==> src/design/ecr_pkg.sv <==
package ecr_pkg;
    localparam int NUM_CH  = 12;
    localparam int NUM_GEN = 74;
    localparam int GEN_W   = 7;
    localparam int IDX_W   = 4;

    // Register byte offsets
    localparam logic [7:0] OFS_CTRL     = 8'h00;
    localparam logic [7:0] OFS_CHANNEL  = 8'h04;
    localparam logic [7:0] OFS_CHSTATE  = 8'h0c;
    localparam logic [7:0] OFS_IEN_CLR  = 8'h10;
    localparam logic [7:0] OFS_IEN_SET  = 8'h14;
    localparam logic [7:0] OFS_IRQ_FLAG = 8'h18;

    // Field positions
    localparam int CTRL_SWRST_BIT = 0;
    localparam int CTRL_KEEP_BIT  = 4;
    localparam int CHN_IDX_LSB    = 0;
    localparam int CHN_SOFT_EVENT_TRIGGER_BIT  = 8;
    localparam int CHN_GEN_LSB    = 16;
    localparam int CHN_PATH_LSB   = 24;
    localparam int CHN_EDGE_LSB   = 26;

    // Reset values
    localparam logic             KEEP_RST = 1'b0;
    localparam logic [GEN_W-1:0] GEN_NONE = 7'h00;
    localparam logic [1:0]       PATH_RST = 2'h0;
    localparam logic [1:0]       EDGE_RST = 2'h0;

    // Path codes
    localparam logic [1:0] PATH_SYNC   = 2'h0;
    localparam logic [1:0] PATH_RESYNC = 2'h1;
    localparam logic [1:0] PATH_ASYNC  = 2'h2;

    // Edge codes
    localparam logic [1:0] EDGE_NONE = 2'h0;
    localparam logic [1:0] EDGE_RISE = 2'h1;
    localparam logic [1:0] EDGE_FALL = 2'h2;
    localparam logic [1:0] EDGE_BOTH = 2'h3;

    // Two 12-bit per-channel vectors into the split 32-bit layout
    function automatic logic [31:0] ecr_pack(input logic [11:0] lo,
                                             input logic [11:0] hi);
        return {4'h0, hi[11:8], 4'h0, lo[11:8], hi[7:0], lo[7:0]};
    endfunction

    function automatic logic [11:0] ecr_lo(input logic [31:0] w);
        return {w[19:16], w[7:0]};
    endfunction

    function automatic logic [11:0] ecr_hi(input logic [31:0] w);
        return {w[27:24], w[15:8]};
    endfunction
endpackage

==> src/design/ecr_chan_if.sv <==
`timescale 1ns/1ns
interface ecr_chan_if;
    logic [1:0] path;
    logic [1:0] edge_select;
    logic       clock_keep_on;
    logic       level_raw;
    logic       level_resync;
    logic       soft_event_trigger;
    logic       users_prepared;
    logic       users_done;
    logic       event_out;
    logic       channel_pending;
    logic       detected;
    logic       overrun;
    logic       clk_req;

    modport engine (
        input  path, edge_select, clock_keep_on, level_raw, level_resync,
               soft_event_trigger, users_prepared, users_done,
        output event_out, channel_pending, detected, overrun, clk_req
    );
    modport router (
        output path, edge_select, clock_keep_on, level_raw, level_resync,
               soft_event_trigger, users_prepared, users_done,
        input  event_out, channel_pending, detected, overrun, clk_req
    );
endinterface

==> src/design/ecr_channel.sv <==
`timescale 1ns/1ns
module ecr_channel
    import ecr_pkg::*;
(
    input  wire logic ref_clk,
    input  wire logic rst_n,
    input  wire logic soft_rst,
    ecr_chan_if.engine ch
);
    logic clocked_path;
    logic level;
    logic prev_level;
    logic rise;
    logic fall;
    logic hit;
    logic event_q;

    assign clocked_path = (ch.path == PATH_SYNC) ||
                          (ch.path == PATH_RESYNC);
    assign level = (ch.path == PATH_RESYNC) ? ch.level_resync
                                            : ch.level_raw;
    assign rise = level & ~prev_level;
    assign fall = ~level & prev_level;

    // RQ4: edge select decode
    always_comb begin
        hit = 1'b0;
        case (ch.edge_select)
            EDGE_RISE: hit = rise;
            EDGE_FALL: hit = fall;
            EDGE_BOTH: hit = rise | fall;
            default:   hit = 1'b0;
        endcase
        // RQ8: soft event injected
        hit = clocked_path & (hit | ch.soft_event_trigger);
    end

    always_ff @(posedge ref_clk) begin
        if (!rst_n || soft_rst) begin
            prev_level <= 1'b0;
        end else begin
            prev_level <= level;
        end
    end

    // RQ21: soft reset cancels events
    always_ff @(posedge ref_clk) begin
        if (!rst_n || soft_rst) begin
            event_q <= 1'b0;
        end else begin
            event_q <= hit;
        end
    end

    // RQ6: pending until handled
    always_ff @(posedge ref_clk) begin
        if (!rst_n || soft_rst) begin
            ch.channel_pending <= 1'b0;
        end else if (hit) begin
            ch.channel_pending <= 1'b1;
        // RQ25: cleared on acknowledge
        end else if (ch.users_done) begin
            ch.channel_pending <= 1'b0;
        end
    end

    // RQ20: async path needs no clock
    // RQ23: async passes level straight
    assign ch.event_out = (ch.path == PATH_ASYNC) ? ch.level_raw : event_q;

    // RQ16: detect on event
    assign ch.detected = hit;
    // RQ13: overrun on users busy
    // RQ14: overrun on still pending
    assign ch.overrun = hit & (~ch.users_prepared | ch.channel_pending);

    // RQ19: clock only while needed
    // RQ22: keep-on forces clock
    assign ch.clk_req = ch.clock_keep_on |
                        (clocked_path & (hit | event_q | ch.channel_pending));
endmodule

==> src/design/ecr_event_router.sv <==
`timescale 1ns/1ns
// Behaviour
// RQ1: configure channel with full word write
// RQ2: byte write selects channel for readback
// RQ3: generator select resets to none
// RQ4: clocked paths detect rise, fall, both
// RQ5: pulse generators must not use both
// RQ6: pending while users still handling event
// RQ7: ready status when all users ready
// RQ8: soft event bit injects channel event
// RQ9: soft event needs clocked path, rise, keep-on
// RQ10: flags set; enable set/clear registers
// RQ11: interrupt while flag and enable set
// RQ12: all sources share one interrupt line
// RQ13: overrun when user not ready
// RQ14: overrun when previous event still pending
// RQ15: no overrun on asynchronous path
// RQ16: detect flag set on channel event
// RQ17: no detect flag on asynchronous path
// RQ18: interrupt output needs no clock
// RQ19: sleep clock request only while needed
// RQ20: asynchronous path works without clock
// RQ21: software reset clears all, cancels events
// RQ22: keep-on bit holds channel clocks running
// RQ23: asynchronous path passes level unchanged
// RQ24: user multiplexer configured before channel
// RQ25: pending clears when all users acknowledge
module ecr_event_router
    import ecr_pkg::*;
#(
    parameter int N_GEN = NUM_GEN
)(
    input  wire logic              ref_clk,
    input  wire logic              rst_n,
    input  wire logic              psel,
    input  wire logic              penable,
    input  wire logic              pwrite,
    input  wire logic [7:0]        paddr,
    input  wire logic [31:0]       pwdata,
    input  wire logic [3:0]        pstrb,
    output logic      [31:0]       prdata,
    output logic                   pready,
    output logic                   pslverr,
    input  wire logic [N_GEN-1:0]  gen_level,
    input  wire logic [NUM_CH-1:0] users_prepared,
    input  wire logic [NUM_CH-1:0] users_done,
    output logic      [NUM_CH-1:0] ch_event,
    output logic      [NUM_CH-1:0] channel_gen_clock,
    output logic                   irq
);
    ////////////////////////////////////////////////////////////////////////
    logic [GEN_W-1:0]  generator_select [NUM_CH];
    logic [1:0]        path_cfg         [NUM_CH];
    logic [1:0]        edge_select      [NUM_CH];
    logic [IDX_W-1:0]  sel_idx;
    logic              clock_keep_on;
    logic              soft_rst;
    logic [NUM_CH-1:0] soft_event_trigger;
    logic [NUM_CH-1:0] overrun_flag;
    logic [NUM_CH-1:0] detect_flag;
    logic [NUM_CH-1:0] ovr_en;
    logic [NUM_CH-1:0] evd_en;
    logic [NUM_CH-1:0] pend;
    logic [NUM_CH-1:0] det_hit;
    logic [NUM_CH-1:0] ovr_hit;
    logic [N_GEN-1:0]  gs1;
    logic [N_GEN-1:0]  gs2;
    logic [N_GEN-1:0]  gs3;
    logic [N_GEN-1:0]  gen_stable;
    logic              wr;
    logic              rd_setup;
    logic              mapped;
    logic [IDX_W-1:0]  wr_idx;
    logic              wr_idx_ok;
    logic              sel_ok;
    logic [31:0]       chan_word;
    logic [31:0]       next_prdata;

    ecr_chan_if chif [NUM_CH] ();

    // Generator number zero means nothing connected
    function automatic logic gen_pick(input logic [N_GEN-1:0] v,
                                      input logic [GEN_W-1:0] g);
        logic r;
        r = 1'b0;
        for (int i = 0; i < N_GEN; i++) begin
            if (32'(g) == i + 1) begin
                r = v[i];
            end
        end
        return r;
    endfunction

    ////////////////////////////////////////////////////////////////////////
    // Resync: level accepted once second and third stages agree
    always_ff @(posedge ref_clk) begin
        if (!rst_n) begin
            gs1 <= '0;
            gs2 <= '0;
            gs3 <= '0;
        end else begin
            gs1 <= gen_level;
            gs2 <= gs1;
            gs3 <= gs2;
        end
    end

    always_ff @(posedge ref_clk) begin
        if (!rst_n) begin
            gen_stable <= '0;
        end else begin
            for (int i = 0; i < N_GEN; i++) begin
                if (gs2[i] == gs3[i]) begin
                    gen_stable[i] <= gs3[i];
                end
            end
        end
    end

    ////////////////////////////////////////////////////////////////////////
    assign wr       = psel & penable & pwrite;
    assign rd_setup = psel & ~penable & ~pwrite;
    assign mapped   = (paddr == OFS_CTRL) || (paddr == OFS_CHANNEL) ||
                      (paddr == OFS_CHSTATE) || (paddr == OFS_IEN_CLR) ||
                      (paddr == OFS_IEN_SET) || (paddr == OFS_IRQ_FLAG);
    assign pready   = 1'b1;
    assign pslverr  = psel & penable & ~mapped;
    assign wr_idx   = pwdata[CHN_IDX_LSB +: IDX_W];
    assign wr_idx_ok = 32'(wr_idx) < NUM_CH;
    assign sel_ok   = 32'(sel_idx) < NUM_CH;

    // Soft reset pulse; it overrides every other field of the write
    always_ff @(posedge ref_clk) begin
        if (!rst_n) begin
            soft_rst <= 1'b0;
        end else begin
            // RQ21: software reset pulse
            soft_rst <= wr && (paddr == OFS_CTRL) && pstrb[0] &&
                        pwdata[CTRL_SWRST_BIT];
        end
    end

    always_ff @(posedge ref_clk) begin
        if (!rst_n || soft_rst) begin
            clock_keep_on <= KEEP_RST;
        end else if (wr && (paddr == OFS_CTRL) && pstrb[0] &&
                     !pwdata[CTRL_SWRST_BIT]) begin
            clock_keep_on <= pwdata[CTRL_KEEP_BIT];
        end
    end

    // RQ2: byte write selects readback channel
    always_ff @(posedge ref_clk) begin
        if (!rst_n || soft_rst) begin
            sel_idx <= '0;
        end else if (wr && (paddr == OFS_CHANNEL) && pstrb[0]) begin
            sel_idx <= wr_idx;
        end
    end

    // RQ1: only full word write configures
    always_ff @(posedge ref_clk) begin
        if (!rst_n || soft_rst) begin
            for (int i = 0; i < NUM_CH; i++) begin
                // RQ3: no generator after reset
                generator_select[i] <= GEN_NONE;
                path_cfg[i]         <= PATH_RST;
                edge_select[i]      <= EDGE_RST;
            end
        end else if (wr && (paddr == OFS_CHANNEL) && (pstrb == 4'hf) &&
                     wr_idx_ok) begin
            generator_select[wr_idx] <= pwdata[CHN_GEN_LSB +: GEN_W];
            path_cfg[wr_idx]         <= pwdata[CHN_PATH_LSB +: 2];
            edge_select[wr_idx]      <= pwdata[CHN_EDGE_LSB +: 2];
        end
    end

    // RQ8: one-cycle soft event
    always_ff @(posedge ref_clk) begin
        if (!rst_n || soft_rst) begin
            soft_event_trigger <= '0;
        end else begin
            soft_event_trigger <= '0;
            if (wr && (paddr == OFS_CHANNEL) && (pstrb == 4'hf) &&
                wr_idx_ok && pwdata[CHN_SOFT_EVENT_TRIGGER_BIT]) begin
                soft_event_trigger[wr_idx] <= 1'b1;
            end
        end
    end

    // RQ10: enable set and clear
    always_ff @(posedge ref_clk) begin
        if (!rst_n || soft_rst) begin
            ovr_en <= '0;
            evd_en <= '0;
        end else if (wr && (pstrb == 4'hf)) begin
            if (paddr == OFS_IEN_SET) begin
                ovr_en <= ovr_en | ecr_lo(pwdata);
                evd_en <= evd_en | ecr_hi(pwdata);
            end else if (paddr == OFS_IEN_CLR) begin
                ovr_en <= ovr_en & ~ecr_lo(pwdata);
                evd_en <= evd_en & ~ecr_hi(pwdata);
            end
        end
    end

    // RQ10: flags set by events; a set beats a same-cycle clear
    always_ff @(posedge ref_clk) begin
        if (!rst_n || soft_rst) begin
            overrun_flag <= '0;
            detect_flag  <= '0;
        end else if (wr && (paddr == OFS_IRQ_FLAG) && (pstrb == 4'hf)) begin
            overrun_flag <= (overrun_flag & ~ecr_lo(pwdata)) | ovr_hit;
            detect_flag  <= (detect_flag & ~ecr_hi(pwdata)) | det_hit;
        end else begin
            overrun_flag <= overrun_flag | ovr_hit;
            detect_flag  <= detect_flag | det_hit;
        end
    end

    ////////////////////////////////////////////////////////////////////////
    assign chan_word = sel_ok ?
        {4'h0, edge_select[sel_idx], path_cfg[sel_idx], 1'b0,
         generator_select[sel_idx], 12'h000, sel_idx} :
        {28'h0000000, sel_idx};

    always_comb begin
        next_prdata = 32'h00000000;
        if (paddr == OFS_CTRL) begin
            next_prdata[CTRL_KEEP_BIT] = clock_keep_on;
        end else if (paddr == OFS_CHANNEL) begin
            next_prdata = chan_word;
        end else if (paddr == OFS_CHSTATE) begin
            // RQ7: ready status bits
            next_prdata = ecr_pack(users_prepared, pend);
        end else if ((paddr == OFS_IEN_CLR) || (paddr == OFS_IEN_SET)) begin
            next_prdata = ecr_pack(ovr_en, evd_en);
        end else if (paddr == OFS_IRQ_FLAG) begin
            next_prdata = ecr_pack(overrun_flag, detect_flag);
        end
    end

    // Read data latched in the setup cycle keeps the bus at zero wait
    always_ff @(posedge ref_clk) begin
        if (!rst_n) begin
            prdata <= 32'h00000000;
        end else if (rd_setup) begin
            prdata <= next_prdata;
        end
    end

    // RQ11: request while flag and enable
    // RQ12: one shared line
    // RQ18: gated from flops only, no clock needed to hold it
    assign irq = |((overrun_flag & ovr_en) | (detect_flag & evd_en));

    ////////////////////////////////////////////////////////////////////////
    for (genvar c = 0; c < NUM_CH; c++) begin : g_ch
        assign chif[c].path               = path_cfg[c];
        assign chif[c].edge_select        = edge_select[c];
        assign chif[c].clock_keep_on      = clock_keep_on;
        assign chif[c].level_raw          = gen_pick(gen_level,
                                                     generator_select[c]);
        assign chif[c].level_resync       = gen_pick(gen_stable,
                                                     generator_select[c]);
        assign chif[c].soft_event_trigger = soft_event_trigger[c];
        assign chif[c].users_prepared     = users_prepared[c];
        assign chif[c].users_done         = users_done[c];
        assign ch_event[c]                = chif[c].event_out;
        assign channel_gen_clock[c]       = chif[c].clk_req;
        assign pend[c]                    = chif[c].channel_pending;
        // RQ15: engine gates overrun off async path
        // RQ17: engine gates detect off async path
        assign ovr_hit[c]                 = chif[c].overrun;
        assign det_hit[c]                 = chif[c].detected;

        ecr_channel u_ch (
            .ref_clk  (ref_clk),
            .rst_n    (rst_n),
            .soft_rst (soft_rst),
            .ch       (chif[c])
        );
    end
endmodule

==> config.mk <==
export PLATFORM = sky130hd
export DESIGN_NAME = ecr_event_router
export DESIGN_NICKNAME = d
export VERILOG_FILES = /design/src/design/ecr_pkg.sv /design/src/design/ecr_chan_if.sv /design/src/design/ecr_channel.sv /design/src/design/ecr_event_router.sv
export SDC_FILE = /design/constraint.sdc
export NUM_CORES = 2
export LEC_CHECK = 0
export ABC_AREA = 0
export BUFFER_PORTS_ARGS = -buffer_cell sky130_fd_sc_hd__buf_2
export CORE_MARGIN = 10
export CORE_UTILIZATION = 28
export CTS_BUF_LIST = sky130_fd_sc_hd__clkbuf_8
export CTS_CLUSTER_SIZE = 40
export DETAILED_ROUTE_END_ITERATION = 8
export PLACE_DENSITY = 0.48
export SLEW_MARGIN = 0
export SYNTH_ARGS = -nofsm -noshare
export SYNTH_HDL_FRONTEND = slang
export SYNTH_HIERARCHICAL = 1
export SYNTH_SLANG_ARGS = --single-unit
==> constraint.sdc <==
create_clock -name ref_clk -period 5.5 [get_ports ref_clk]
set_input_delay 1.1 -clock ref_clk [delete_from_list [all_inputs] [get_ports ref_clk]]
set_output_delay 1.1 -clock ref_clk [all_outputs]
set_load 0.05 [all_outputs]
Yosys cells after proc, flatten, opt, wreduce, memory -nomap -nowiden
Memories as Yosys holds them, arrays and structs flattened. A register that Yosys moved wholly into a read port is not among the register bits.
Cells that the tools add are included.

operators by class
  add/subtract/negate cells = 0
  multiply operators = 0
  divide/modulo/power cells = 0
  order comparisons = 4
  equal/unequal tests = 1,028
  shift-type cells = 0
  muxes and demuxes = 1,872
  bitwise operators = 192
  reductions and logical operators = 66

operator list
  operator            count
  $eq 7x6->1 const B  384
  $mux 1              1,834
  $eq 7x5->1 const B  192
  $eq 7x7->1 const B  132
  $eq 7x4->1 const B  96
  $eq 7x3->1 const B  48
  $eq 7x2->1 const B  24
  $mux 32             3
  $eq 7x1->1 const B  12
  $or 12x12->12       7
  $eq 1x1->1          74
  $and 12x12->12      6
  $eq 2x2->1 const B  36
  $mux 12             6
  $or 1x1->1          72
  $and 1x1->1         65
  $mux 28             2
  $eq 2x1->1 const B  24
  $mux 4              10
  $not 1->1           40
  $pmux 1 s3          12
  $mux 27             1
  $reduce_bool 2->1   13
  $eq 8x5->1 const B  3
  19 further kinds    66

storage, ports and cells
  register bits = 430
  latch bits = 0
  memory bits (writable) = 132
  ROM bits = 0
  bits of input ports = 147
  output and inout bits = 59
  logic and storage cells = 3,287
  memories kept = 3

memory list
  memory            depth  width  rd ports  clocked after Yosys merged registers in  write ports  RTL line                source
  generator_select  12     7      13        1                                        12           ecr_event_router.sv:52  logic [GEN_W-1:0] generator_select [NUM_CH];
  edge_select       12     2      13        1                                        12           ecr_event_router.sv:54  logic [1:0] edge_select [NUM_CH];
  path_cfg          12     2      13        1                                        12           ecr_event_router.sv:53  logic [1:0] path_cfg [NUM_CH];

Depth between registers and ports, before layout
An unclocked memory read counts as a cell.

  depth after elaboration = 87
  depth in mapped cells = 21
  gate-level depth less buffers = 16

By module
Netlist, hierarchy kept.

modules (own cells, without submodules)
  module            times used  cells an instance  area each (um^2)  seq. area each (um^2)
  ecr_event_router  1           5,805              44,785.5          13,152.6
  ecr_channel       12          32                 245.2             60.1

Worst setup path after synthesis
No wires, ideal clock.

  path kind = input -> output
  start point = input port gen_level[1]
  end point = output port channel_gen_clock[6]
  data arrival time = 3,831 ps
  required time = 4,400 ps
  slack = 569 ps
  cell stages on the path = 16
  buffers on the path = 2
  path through = clkbuf_1 > inv_1 > o32ai_1 > or3_1 > a311o_1 > o311ai_0 > a22o_1 > a21oi_1 > a211o_1 > inv_1 > o21ai_0 > ha_1 > nor2b_1 > o21ai_1 > a32oi_1 > buf_4

between the ends
  word-level cells in the longest chain between the ends = 84
  elaborated cells between the ends (all ways) = 85
  those cells by class = mux: 75; bitwise: 10

ends and longest elaborated chain
  item                         RTL line                source
  start: declaration           ecr_event_router.sv:44  input wire logic [N_GEN-1:0] gen_level,
  $mux 1 * (73 in series)      ecr_event_router.sv:87  if (32'(g) == i + 1) begin
  named net chif[6].level_raw  ecr_chan_if.sv:6        logic level_raw;
  $mux 1 *                     ecr_channel.sv:20       assign level = (ch.path == PATH_RESYNC) ? ch.level_resync
  $not 1->1                    ecr_channel.sv:23       assign fall = ~level & prev_level;
  $and 1x1->1                  ecr_channel.sv:23
  $or 1x1->1                   ecr_channel.sv:31       EDGE_BOTH: hit = rise | fall;
  $pmux 1 s3 *                 ecr_channel.sv:28       case (ch.edge_select)
  $or 1x1->1 *                 ecr_channel.sv:35       hit = clocked_path & (hit | ch.soft_event_trigger);
  $and 1x1->1 *                ecr_channel.sv:35
  $or 1x1->1 * (2 in series)   ecr_channel.sv:80       (clocked_path & (hit | event_q | ch.channel_pending));
  $and 1x1->1 *                ecr_channel.sv:80
  $or 1x1->1 *                 ecr_channel.sv:79       assign ch.clk_req = ch.clock_keep_on |
  end: declaration             ecr_event_router.sv:48  output logic [NUM_CH-1:0] channel_gen_clock,

The timed path passes the listed nets; every way through them passes the cells marked *.

==> results.json <==
{
  "ctsHoldBuffers": 0,
  "async_flop_share_pct": 0,
  "die_w_um": 433,
  "period_share_pct": 113,
  "dpl-instance-area_um2": 60100,
  "ys_top_cells_by_area": "dfxtp_1, edfxtp_1, o21ai_0, and2_1, a21oi_1",
  "synth_top_area_share_pct": 18.0,
  "hp-start": "gs1[51]",
  "synth_cells": 6189,
  "r2r-start": "gen_stable[39]",
  "h-tree-depth": 3,
  "clockBufferDepth": 3,
  "crit_family": "compound AO/OA/AOI/OAI gates",
  "grt_start_max_net_pins": 120,
  "ys_seq_elements": 605,
  "crit_fanout": 8,
  "path_depth": 19,
  "routed_wl_um": 423000,
  "cts_root_buf": "clkbuf_8",
  "fin_crit_ps": 6220,
  "io_pins": 206,
  "crit_start": "generator_select[0][0]",
  "synth_edf_count": 176,
  "yosysWarnings": 6,
  "dr.pass1.iters": 9,
  "holdCritPathClass": "reg -> reg",
  "rrSetupSlack_ps": 130,
  "powerDensity_nw_per_um2": 201,
  "start_util_pct": 28.2,
  "cts_made_buffers": 106,
  "rows": 151,
  "max_freq_ghz": 0.161,
  "synth_top_area_cell": "dfxtp_1",
  "grt_first_pass_wirelength_um": 550000,
  "grt_usage_pct": 42.9,
  "rr_endpoint": "overrun_flag[6]",
  "path_cells": "buf_12, buf_16, buf_4, mux2i_2, o221ai_1, o211ai_1, a41o_2, a221oi_4, or4_4, a2111oi_4, nor2_4, nand3b_1, o21ai_2, ha_1, nor2b_2, o21ai_2, a32oi_1, buf_4, buf_12",
  "place.gp.congestion": 1.10,
  "status": "finished with violations",
  "clk_pin_slew_ps": 60,
  "drc": 0,
  "worst_slack_ps": -717,
  "cellInternalPower_mw": 8.96,
  "core_um2": 169000,
  "relSlewSlack_pct": 25.7,
  "power.leakage_nw": 27.5,
  "wire_per_inst_um": 42.9,
  "insertion_delay_ps": 930,
  "grt_pass1_vias": 59626,
  "final_cell_area_um2": 70200,
  "p_comb_share_pct": 33.2,
  "dieArea_um2": 187000,
  "cap_violations": 0,
  "chipHeight_um": 433,
  "endpoint_kind": "output pin",
  "finalSetupViolCount": 14,
  "worst_setup_path_start_kind": "flop",
  "clkSinkCount": 605,
  "final_nets": 7666,
  "synth_area_um2": 47700,
  "via_count": 64286,
  "grt_antenna_before_repair": 88,
  "drt_iter0_markers": 10005,
  "cp_data_required_time_ps": 4400,
  "ys_seq_area_share_pct": 29.1,
  "stdcell_count": 9871,
  "synth_flop_cell": "dfxtp_1",
  "finClkSkew_ps": 55.6,
  "slowest_stage": "or4_4",
  "area_delta_synth_final_pct": 47.1,
  "port_buffers": 194,
  "peakVddDrop_mv": 0.290,
  "p_clk_share_pct": 31.9,
  "worst_pin_slew_ps": 1120,
  "syn_area_per_cell_um2": 7.71,
  "post_route_cells_drive_above_1_share_pct": 35.9,
  "p_seq_share_pct": 34.9,
  "ant_nets": 0,
  "crit_arrival_ps": 5120,
  "maxSlewViolCount": 0,
  "violations": "setup timing",
  "routed_via_density": 6.51,
  "synth_cell_types": 94,
  "slowest_delay_ps": 540,
  "worstSetupEndpoint": "channel_gen_clock[0]",
  "overflow": 0,
  "finalSetupTns_ps": -3980,
  "reg2reg_depth": 31,
  "rsz0062_at_grt": "yes",
  "hold_violations": 0,
  "switching_share_pct": 36.5,
  "p_switching_mw": 5.16,
  "n_fill_cell": 17497,
  "hpwlAfterDp_um": 316000,
  "tritoncts": "yes",
  "hold_depth": 1,
  "placed_cells": 9240,
  "critPathBufInv": 5,
  "path_class": "reg -> out"
}
power by group through the flow:
stage          clock (mW)  sequential (mW)  combinational [mW]
3_5_place_dp            0             5.05                3.68
3_3_place_gp            0             5.04                3.72
5_1_grt              4.81             4.94                4.73
2_1_floorplan           0             4.97                1.62
4_1_cts              4.63             4.92                4.28
6_report             4.51             4.92                4.69
sequential cells by signal, summed over array words and instances (netlist names), named ones only:
signal / cells
soft_rst: 1
g_ch.u_ch/prev_level: 12
g_ch.u_ch/event_q: 12
soft_event_trigger: 12
gen_stable: 74
sel_idx: 4
gs3: 74
g_ch.u_ch/ch.channel_pending: 12
gs2: 74
generator_select: 112
gs1: 74
overrun_flag: 12
edge_select: 32
path_cfg: 32
prdata: 27
chif.clock_keep_on: 1
detect_flag: 12
cells in the mapped netlist (61+ instances only):
cell type and n:
o21ai_0 534, nand2_1 517, nor2_1 493, clkbuf_1 433, dfxtp_1 429, and2_1 408
a21oi_1 406, mux2i_1 198, edfxtp_1 176, o22ai_1 175, inv_1 165, nor2b_1 161
nor3_1 131, buf_2 119, a31oi_1 107, nand2b_1 105, nand3_1 100, a22oi_1 96
a21boi_0 95, a211oi_1 76, mux4_2 70, o211ai_1 67, buf_1 62, a221oi_1 61
worst min-delay path by stage:
stage / end / slack [ps]
CTS: flop / 390
detailed placement: gs2[13] / 420
global placement: gs2[25] / 410
finish: gs2[51] / 400
global route: gs2[31] / 430
floorplan: gs2[0] / 410
stage by stage:
stage	total power [mW]	utilization [%]	hold WS (ps)	worst slack (ps)
after floorplan	6.58	-	412	569
after global placement	8.76	35.5	413	-927
after detailed placement	8.73	35.5	417	-941
after CTS	13.8	40.1	394	-648
after global routing	14.5	41.4	431	-882
final	14.1	41.4	396	-717
worst register-to-register path, delay by kind of cell (launching register included):
| family | cells | cell delay [ps] |
|---|---|---|
| compound gates | 9 | 1690 |
| fa+ha+maj | 1 | 310 |
| buf+inv | 17 | 2470 |
| flops | 1 | 430 |
| simple gates | 4 | 490 |
cell usage in the layout (no fill, tap or decap), types with 96 or more instances in the layout:
master,instances
o22ai_1,155
o21ai_0,452
buf_6,96
buf_2,169
edfxtp_1,176
clkbuf_8,126
dfxtp_1,388
nand2_1,496
a31oi_1,96
buf_4,1315
and2_1,405
inv_1,172
nor3_1,104
a21oi_1,378
mux2i_1,193
buf_12,167
nor2_1,452
nor2b_1,121
layer usage:
layer,share of wire [%],GRT usage (%)
met2,39,59.4
met3,13,16.3
met4,9.9,34.9
met1,38,52.3
met5,0.080,0
area by class of cell:
type | count | area, µm² | area share [%]
Clock buffer | 126 | 1730 | 2.47
Antenna cell | 55 | 138 | 0.196
Tap cell | 2218 | 2780 | 3.95
Timing Repair Buffer | 1813 | 16700 | 23.8
Inverter | 175 | 729 | 1.04
Clock inverter | 73 | 548 | 0.780
Timing Repair inverter | 1 | 5.00 | 0.00713
Sequential cell | 605 | 14000 | 19.9
Multi-Input combinational cell | 4805 | 33600 | 47.9
cell families after synthesis:
| logic type | count (synthesis) | share of synthesized area, % |
|---|---|---|
| simple gates | 2225 | 24.1 |
| compound gates | 2199 | 30.7 |
| buf+inv | 827 | 7.11 |
| flops | 605 | 29.1 |
| mux | 318 | 8.64 |
| fa+ha+maj | 12 | 0.315 |
| other cells | 2 | 0.0157 |
| xor+xnor | 1 | 0.0184 |
timing repair:
item	CTS	global route
gates cloned	31	11
endpoints found under the setup margin	24	33
gates resized for setup	639	336
buffers inserted	299	78
pin swaps	245	197
No activity file was read; power rests on OpenSTA's default activity.
